### src/core/ltd_pkg.sv
package ltd_pkg;
  // ---------------------------------------------------------------
  // Register map (byte addresses)
  // ---------------------------------------------------------------
  localparam logic [11:0] ADDR_DURATION = 12'h000;
  localparam logic [11:0] ADDR_STATUS = 12'h004;
  localparam logic [11:0] ADDR_IRQ_STATUS = 12'h008;
  localparam logic [11:0] ADDR_IRQ_MASK = 12'h00C;
  localparam logic [11:0] ADDR_REMAINING = 12'h010;
  localparam logic [7:0] DURATION_RESET = 8'h00;
  localparam logic [7:0] STATUS_CLEAR = 8'h00;
  // Status bits for locally started tests; bits 1 and 7 unused
  localparam logic [7:0] LOCAL_TEST_MASK = 8'h75;
  localparam int REMOTE_BIT = 3;
  // ---------------------------------------------------------------
  // Interrupt event bits
  // ---------------------------------------------------------------
  localparam int EV_STARTED = 0;
  localparam int EV_EXPIRED = 1;
  localparam int EV_TERMINATED = 2;
  localparam int EV_REFUSED = 3;
  localparam int EV_WIDTH = 4;
  // ---------------------------------------------------------------
  // Timing
  // ---------------------------------------------------------------
  localparam int CLK_HZ = 25000000;
  localparam int SECOND_S = 1;
  localparam int SECOND_CYCLES = CLK_HZ * SECOND_S;
  typedef enum logic [1:0] {
    LTD_IDLE = 2'b00,
    LTD_LOCAL = 2'b01,
    LTD_REMOTE = 2'b10
  } ltd_state_t;
endpackage

### src/core/ltd_timer.sv
module ltd_timer
  import ltd_pkg::*;
#(
  parameter int SECOND_COUNT = SECOND_CYCLES
) (
  input wire logic sys_clk_in,
  input wire logic sys_rst_in,
  input wire logic psel_in,
  input wire logic penable_in,
  input wire logic pwrite_in,
  input wire logic [11:0] paddr_in,
  input wire logic [31:0] pwdata_in,
  output logic [31:0] prdata_out,
  output logic pready_out,
  output logic pslverr_out,
  input wire logic start_local_test_in,
  input wire logic [7:0] local_test_bit_in,
  input wire logic remote_test_in,
  input wire logic terminate_local_test_cmd_in,
  output logic [7:0] loop_test_status_reg_out,
  output logic test_active_out,
  output logic start_refused_out,
  output logic irq_out
);

  // ---------------------------------------------------------------
  // Bus decode
  // ---------------------------------------------------------------
  logic [7:0] test_duration_reg;
  logic [7:0] loop_test_status_reg;
  logic [7:0] remaining;
  logic [31:0] sec_cnt;
  logic [EV_WIDTH-1:0] irq_status;
  logic [EV_WIDTH-1:0] irq_mask;
  ltd_state_t state;
  logic wr_acc;
  logic known_addr;
  logic start_ok;
  logic tick;
  logic expire;
  logic [EV_WIDTH-1:0] events;
  logic wr_duration;
  logic wr_irq_status;
  logic wr_irq_mask;
  logic rd_setup;
  logic local_bit_ok;

  function automatic logic addr_known(input logic [11:0] a);
    return a == ADDR_DURATION || a == ADDR_STATUS ||
           a == ADDR_IRQ_STATUS || a == ADDR_IRQ_MASK ||
           a == ADDR_REMAINING;
  endfunction

  // A start names exactly one local status bit and nothing else
  function automatic logic local_bit_valid(input logic [7:0] b);
    return $onehot(b & LOCAL_TEST_MASK) &&
           (b & ~LOCAL_TEST_MASK) == STATUS_CLEAR;
  endfunction

  // Read multiplexer, sampled in the setup cycle
  function automatic logic [31:0] read_word(input logic [11:0] a);
    logic [31:0] word;
    unique case (a)
      ADDR_DURATION: word = {24'h000000, test_duration_reg};
      ADDR_STATUS: word = {24'h000000, loop_test_status_reg};
      ADDR_IRQ_STATUS: word = {28'h0000000, irq_status};
      ADDR_IRQ_MASK: word = {28'h0000000, irq_mask};
      ADDR_REMAINING: word = {24'h000000, remaining};
      default: word = 32'h0000_0000;
    endcase
    return word;
  endfunction

  assign known_addr = addr_known(paddr_in);
  assign wr_acc = psel_in && penable_in && pwrite_in && known_addr;
  assign pready_out = 1'b1;
  assign pslverr_out = psel_in && penable_in && !known_addr;
  assign wr_duration = wr_acc && paddr_in == ADDR_DURATION;
  assign wr_irq_status = wr_acc && paddr_in == ADDR_IRQ_STATUS;
  assign wr_irq_mask = wr_acc && paddr_in == ADDR_IRQ_MASK;
  assign rd_setup = psel_in && !penable_in && !pwrite_in;

  // ---------------------------------------------------------------
  // Test control
  // ---------------------------------------------------------------
  // One-hot request on a local status bit only
  assign local_bit_ok = local_bit_valid(local_test_bit_in);
  assign start_ok = start_local_test_in && state == LTD_IDLE &&
                    !terminate_local_test_cmd_in && local_bit_ok;
  assign start_refused_out = start_local_test_in && !start_ok;
  assign tick = sec_cnt == 32'(SECOND_COUNT - 1);
  assign expire = state == LTD_LOCAL && test_duration_reg != 8'h00 &&
                  tick && remaining == 8'h01;
  assign test_active_out = state != LTD_IDLE;
  assign loop_test_status_reg_out = loop_test_status_reg;

  always_ff @(posedge sys_clk_in) begin
    if (sys_rst_in) begin
      test_duration_reg <= DURATION_RESET;
    end else if (wr_duration) begin
      test_duration_reg <= pwdata_in[7:0];
    end
  end

  always_ff @(posedge sys_clk_in) begin
    if (sys_rst_in) begin
      state <= LTD_IDLE;
      loop_test_status_reg <= STATUS_CLEAR;
    end else begin
      unique case (state)
        LTD_IDLE: begin
          if (start_ok) begin
            state <= LTD_LOCAL;
            loop_test_status_reg <= local_test_bit_in;
          end else if (remote_test_in && !terminate_local_test_cmd_in) begin
            state <= LTD_REMOTE;
            loop_test_status_reg <= 8'(1 << REMOTE_BIT);
          end
        end
        LTD_LOCAL: begin
          // Zero duration never expires; only terminate ends it
          if (terminate_local_test_cmd_in || expire) begin
            state <= LTD_IDLE;
            loop_test_status_reg <= STATUS_CLEAR;
          end
        end
        LTD_REMOTE: begin
          // Remote test is not timed by the local duration
          if (terminate_local_test_cmd_in) begin
            loop_test_status_reg <= STATUS_CLEAR;
            state <= LTD_IDLE;
          end else if (!remote_test_in) begin
            state <= LTD_IDLE;
            loop_test_status_reg <= STATUS_CLEAR;
          end
        end
        default: begin
          state <= LTD_IDLE;
          loop_test_status_reg <= STATUS_CLEAR;
        end
      endcase
    end
  end

  // ---------------------------------------------------------------
  // One-second timebase and seconds counter
  // ---------------------------------------------------------------
  always_ff @(posedge sys_clk_in) begin
    if (sys_rst_in || start_ok || state != LTD_LOCAL || tick) begin
      sec_cnt <= 32'h0000_0000;
    end else begin
      sec_cnt <= sec_cnt + 32'h0000_0001;
    end
  end

  always_ff @(posedge sys_clk_in) begin
    if (sys_rst_in) begin
      remaining <= 8'h00;
    end else if (start_ok) begin
      remaining <= test_duration_reg;
    end else if (state == LTD_LOCAL && tick && remaining != 8'h00) begin
      remaining <= remaining - 8'h01;
    end else if (state != LTD_LOCAL) begin
      remaining <= 8'h00;
    end
  end

  // ---------------------------------------------------------------
  // Interrupts
  // ---------------------------------------------------------------
  assign events[EV_STARTED] = start_ok;
  assign events[EV_EXPIRED] = expire;
  assign events[EV_TERMINATED] = terminate_local_test_cmd_in &&
                                 state != LTD_IDLE;
  assign events[EV_REFUSED] = start_refused_out;

  always_ff @(posedge sys_clk_in) begin
    if (sys_rst_in) begin
      irq_status <= '0;
    end else if (wr_irq_status) begin
      // Set wins over write-one-to-clear
      irq_status <= (irq_status & ~pwdata_in[EV_WIDTH-1:0]) | events;
    end else begin
      irq_status <= irq_status | events;
    end
  end

  always_ff @(posedge sys_clk_in) begin
    if (sys_rst_in) begin
      irq_mask <= '0;
    end else if (wr_irq_mask) begin
      irq_mask <= pwdata_in[EV_WIDTH-1:0];
    end
  end

  assign irq_out = |(irq_status & irq_mask);

  // ---------------------------------------------------------------
  // Read data
  // ---------------------------------------------------------------
  always_ff @(posedge sys_clk_in) begin
    if (sys_rst_in) begin
      prdata_out <= 32'h0000_0000;
    end else if (rd_setup) begin
      prdata_out <= read_word(paddr_in);
    end
  end

endmodule

### config.mk
export PLATFORM = sky130hd
export DESIGN_NAME = ltd_timer
export DESIGN_NICKNAME = d
export VERILOG_FILES = /design/src/core/ltd_pkg.sv /design/src/core/ltd_timer.sv
export SDC_FILE = /design/constraint.sdc
export NUM_CORES = 1
export LEC_CHECK = 0
export BUFFER_PORTS_ARGS = -buffer_cell sky130_fd_sc_hd__buf_2
export CAP_MARGIN = 10
export CORE_ASPECT_RATIO = 1.75
export CORE_MARGIN = 2
export CORE_UTILIZATION = 40
export DETAILED_ROUTE_END_ITERATION = 12
export SYNTH_ARGS = -nofsm -noshare
export SYNTH_HDL_FRONTEND = slang
export SYNTH_SLANG_ARGS = --single-unit
export TNS_END_PERCENT = 30
### constraint.sdc
create_clock -name sys_clk_in -period 7.1 [get_ports sys_clk_in]
set_input_delay 0.71 -clock sys_clk_in [delete_from_list [all_inputs] [get_ports sys_clk_in]]
set_output_delay 0.71 -clock sys_clk_in [all_outputs]
set_load 0.01 [all_outputs]
# After elaboration in Yosys (flattened, before gate mapping)
# Index checks and enable logic that the tools add are counted.
[totals]
register_bits = 98
latch_bits = 0
ram_bits = 0
mem_bits_ro = 0
in_bits = 60
out_inout_bits = 45
wordCells = 92
mem_count = 0
[op_classes]
addsub = 6
mul = 0
div = 0
n_lt_le_gt_ge = 0
n_eq_ne = 13
shifts = 0
muxes = 17
bitwise = 5
reduce_logical = 43
[op_table]
columns = ["op", "n"]
rows = [
  ["$mux 8", 8],
  ["$pmux 8 s5", 1],
  ["$add 32x1->32 const B", 1],
  ["$eq 32x25->1 const B", 1],
  ["$eq 12x4->1 const B", 2],
  ["$pmux 8 s3", 1],
  ["$logic_and 1x1->1", 21],
  ["$reduce_bool 8->1", 2],
  ["$eq 12x3->1 const B", 1],
  ["$eq 12x5->1 const B", 1],
  ["$logic_not 12->1", 1],
  ["$mux 2", 5],
  ["$and 4x4->4", 2],
  ["$eq 8x1->1 const B", 1],
  ["$logic_not 8->1", 1],
  ["$logic_or 1x1->1", 8],
  ["$or 4x4->4", 2],
  ["$sub 8x1->8 const B", 1],
  ["$pmux 2 s3", 1],
  ["$logic_not 1->1", 5],
  ["$add 1x1->2", 2],
  ["$add 2x3->4", 1],
  ["$eq 4x1->1 const B", 1],
  ["$mux 4", 1],
  ["other kinds (12)", 13],
]

# Longest topological paths before layout
[depth]
depth_word = 10
mapped_depth = 11
depth_no_buf = 11

# Worst setup path before layout
# OpenSTA, ideal clock, no wires.
[synth_path]
kind = "input port to output port"
from = "in local_test_bit_in[0]"
to = "out start_refused_out"
arrival_ns = 2.644
t_required_ns = 6.390
path_slack_ns = 3.746
cell_stages = 9
n_path_buf = 0
path_cell_list = "inv_1 fa_1 fa_1 inv_1 ha_1 nor4_1 nand3_1 nand2_1 inv_1"
[synth_between]
elab_chain_len = 7
[synth_rtl]
columns = ["item", "line", "rtl"]
rows = [
  ["from (decl)", "ltd_timer.sv:17", "input wire logic [7:0] local_test_bit_in,"],
  ["$add 1x1->2 (not written as such)", "ltd_timer.sv:56", "return $onehot(b & LOCAL_TEST_MASK) &&"],
  ["$add 2x3->4 (not written as such)", "ltd_timer.sv:56", ""],
  ["$eq 4x1->1", "ltd_timer.sv:56", ""],
  ["$logic_and 1x1->1", "ltd_timer.sv:56", ""],
  ["$logic_and 1x1->1", "ltd_timer.sv:89", "!terminate_local_test_cmd_in && local_bit_ok;"],
  ["$logic_not 1->1", "ltd_timer.sv:90", "assign start_refused_out = start_local_test_in && !start_ok;"],
  ["$logic_and 1x1->1", "ltd_timer.sv:90", ""],
  ["to (decl)", "ltd_timer.sv:22", "output logic start_refused_out,"],
]
# Every way passes these cells.

# Worst setup path after layout
# Same ends and word-level chain as after synthesis.

==> flow_metrics.tcl <==
set metrics [dict create \
    cts_hold_buffers 0 \
    path_class "primary input to output port" \
    cts-resized-gates 0 \
    wirelength_mm 9.51 \
    final_nets 556 \
    area.growth.synth_to_final_pct 14.2 \
    gp_congestion 0.901 \
    dr.pass1.iters 4 \
    path_cells "buf_2 > inv_1 > fa_1 > fa_1 > inv_1 > ha_1 > nor4_1 > nand3_1 > nand2_1 > inv_1 > buf_2" \
    wl_met2_mm 5.06 \
    synth-seq-cells 74 \
    tightest_slew_ps 999 \
    routed_via_density 5.31 \
    synth_top_cell_area_share_pct 37.8 \
    syn_area_per_cell_um2 8.98 \
    cts_setup_buffers 0 \
    rsz0062_at_grt "false" \
    drt-met1-wl_mm 3.43 \
    placed_area_um2 4200 \
    yosysWarnings 0 \
    grt_usage_pct 18.7 \
    power_density_nw_per_um2 197 \
    io_pins 105 \
    finalSetupViolations 0 \
    ir_drop_mv 0.114 \
    seq_area_frac_synth_pct 37.8 \
    synth_edf_count 0 \
    largest_register_ffs 32 \
    htreeDepth 3 \
    ys_types 57 \
    grt_pass1_wl_mm 15.5 \
    cp_slowest_cell "fa_1" \
    fin_crit_ps 4140 \
    vias 3266 \
    status "finished, final reports clean" \
    die-area_um2 10600 \
    drc 0 \
    antenna_found_initial 0 \
    antenna_cells 0 \
    top_register "sec_cnt" \
    grt_max_degree 32 \
    endpoint "start_refused_out" \
    rows 47 \
    synth_area_leader_cell "dfxtp_1" \
    fp.coreArea_um2 9470 \
    arrival_ps 3430 \
    clk_pin_slew_worst_paths_ps 60 \
    grt_pass1_vias 3195 \
    maxCapViolCount 0 \
    clockBufferDepth 2 \
    final.setup_skew_ps 5.75 \
    wl_per_cell_um 15.5 \
    syn_inst 436 \
    r2r-start "sec_cnt[9]$_SDFF_PP0_" \
    endpoint_kind "output port" \
    route.top_layer_used "met4" \
    fillCellCount 941 \
    start_kind "primary input" \
    r2r_cells 5 \
    synthArstFlopShare_pct 0 \
    hold_class "register to register" \
    worstHoldStart "prdata_out[7]$_SDFFE_PP0P_" \
    holdPathStages 2 \
    synthTopCellsByArea "dfxtp_1, nor2_1, mux2i_1, buf_4, xor2_1" \
    required_ps 6390 \
    fin_crit_sh_pct 58.3 \
    overflow 0 \
    slew_headroom_pct 33.3 \
    slew_viol_final 0 \
    antenna_left 0 \
    r2r-end "sec_cnt[6]$_SDFF_PP0_" \
    p_leak_nw 1.78 \
    cts.sinks 74 \
    cts_root_buf "clkbuf_16" \
    final_area_um2 4470 \
    final_hold_viol_count 0 \
    syn-cell-area_um2 3920 \
    critPathMaxFanout 9 \
    drt_iter0_drc 126 \
    ys.flop_type "dfxtp_1" \
    max_stage_delay_ps 510 \
    cp-startpoint "local_test_bit_in[0]" \
    r2r_slack_ps 4680 \
    start_util_pct 41.4 \
    route.met3.wl_um 425 \
    critPathMostFrequentCell "inv_1" \
    cts_tree "yes" \
    power_mw 0.879 \
    max_freq_mhz 241 \
    tns_ps 0 \
    port_buffers 55 \
    cts_buffers 9 \
    die_x_um 78.8 \
    drive_gt1_share_pct 19.1 \
    dieHeight_um 135 \
    clk_latency_ps 330 \
    hpwl_mm 7.30 \
]
-- placed cells by master, fill, tap and decap left out, types with 3 or more instances in the layout --
cell / netlist / layout
and3b_1: 3 / 3
mux2_2: 4 / 4
conb_1: 2 / 25
buf_2: 3 / 56
a21oi_1: 5 / 5
nand3_1: 12 / 12
a221oi_1: 4 / 4
nand4_1: 21 / 21
nor4_4: 3 / 3
o21ai_0: 12 / 12
o21ai_1: 3 / 3
dfxtp_1: 74 / 74
a311oi_1: 4 / 4
clkbuf_16: 0 / 9
and3_1: 9 / 9
nor3_1: 13 / 13
a31oi_1: 3 / 3
ha_1: 5 / 5
inv_1: 14 / 14
xnor2_1: 10 / 10
nand2_1: 26 / 26
xor2_1: 24 / 24
mux2i_1: 22 / 22
nor2_1: 65 / 65
or4_1: 3 / 3
a22o_1: 6 / 6
and2_1: 7 / 7
nor4_1: 5 / 5
clkinvlp_4: 0 / 4
-- metal layers --
layer / global-route usage, % / vias up
li1: - / 1597
met1: 18.3 / 1537
met2: 34.2 / 100
met3: 3.14 / 32
met4: 14.1 / 0
met5: 0 / -
-- synth_stat cells, drive strengths merged (5+ instances only) --
cell type	instances
nand3	12
inv	14
o21ai	15
nand4	22
xor2	24
nor4	9
nor3	14
dfxtp	74
a21oi	5
and2	7
nor2	65
clkbuf	8
a22o	6
xnor2	10
buf	31
ha	5
mux2i	22
and3	9
nand2	26
-- critical path, delay by kind of cell --
kind,cells,cell delay (ps)
AND/OR/NAND/NOR,3,1190
adder cells (fa/ha/maj),3,1110
buffers and inverters,5,430
-- area by class of cell --
cell class / count / area (um^2) / area share (%)
flip-flops and latches: 74 / 1480 / 33.1
repair buffers: 58 / 295 / 6.61
clock buffers: 9 / 225 / 5.04
well taps: 122 / 153 / 3.41
multi-input cells: 332 / 2220 / 49.7
inverters: 14 / 52.6 / 1.18
clock inverters: 6 / 43.8 / 0.980
-- stage by stage --
stage               hold WS, ps  worst slack (ps)  instances  utilization (%)
global route                476              2890        615             47.2
global placement            431              3000        599             44.3
floorplan                   441              3750        459                -
finish                      450              2960        615             47.2
CTS                         454              2980        614             47.2
detailed placement          440              2990        599             44.3
-- logic make-up (layout without fill, tap and decap cells) --
group	count (synthesis)	after routing	share of synthesized area, %
simple gates	192	192	28.2
flops	74	74	37.8
buf+inv	53	87	7.86
compound gates	48	48	8.95
xor+xnor	34	34	7.60
mux	26	26	6.77
fa+ha+maj	7	7	2.62
other cells	2	25	0.192
-- how the worst min path moves through the flow --
stage / slack, ps / endpoint
finish: 450 / prdata_out[7]$_SDFFE_PP0P_
global route: 480 / prdata_out[7]$_SDFFE_PP0P_
CTS: 450 / prdata_out[7]$_SDFFE_PP0P_
detailed placement: 440 / prdata_out[7]$_SDFFE_PP0P_
global placement: 430 / prdata_out[7]$_SDFFE_PP0P_
floorplan: 440 / sec_cnt[0]$_SDFF_PP0_
-- where the power goes --
| part | leakage (nW) | internal (mW) | switching (mW) |
|---|---|---|---|
| combinational | 1.06 | 0.0184 | 0.0299 |
| sequential | 0.597 | 0.418 | 0.00235 |
| clock | 0.120 | 0.235 | 0.176 |
Power figures use the tool's default switching activity.
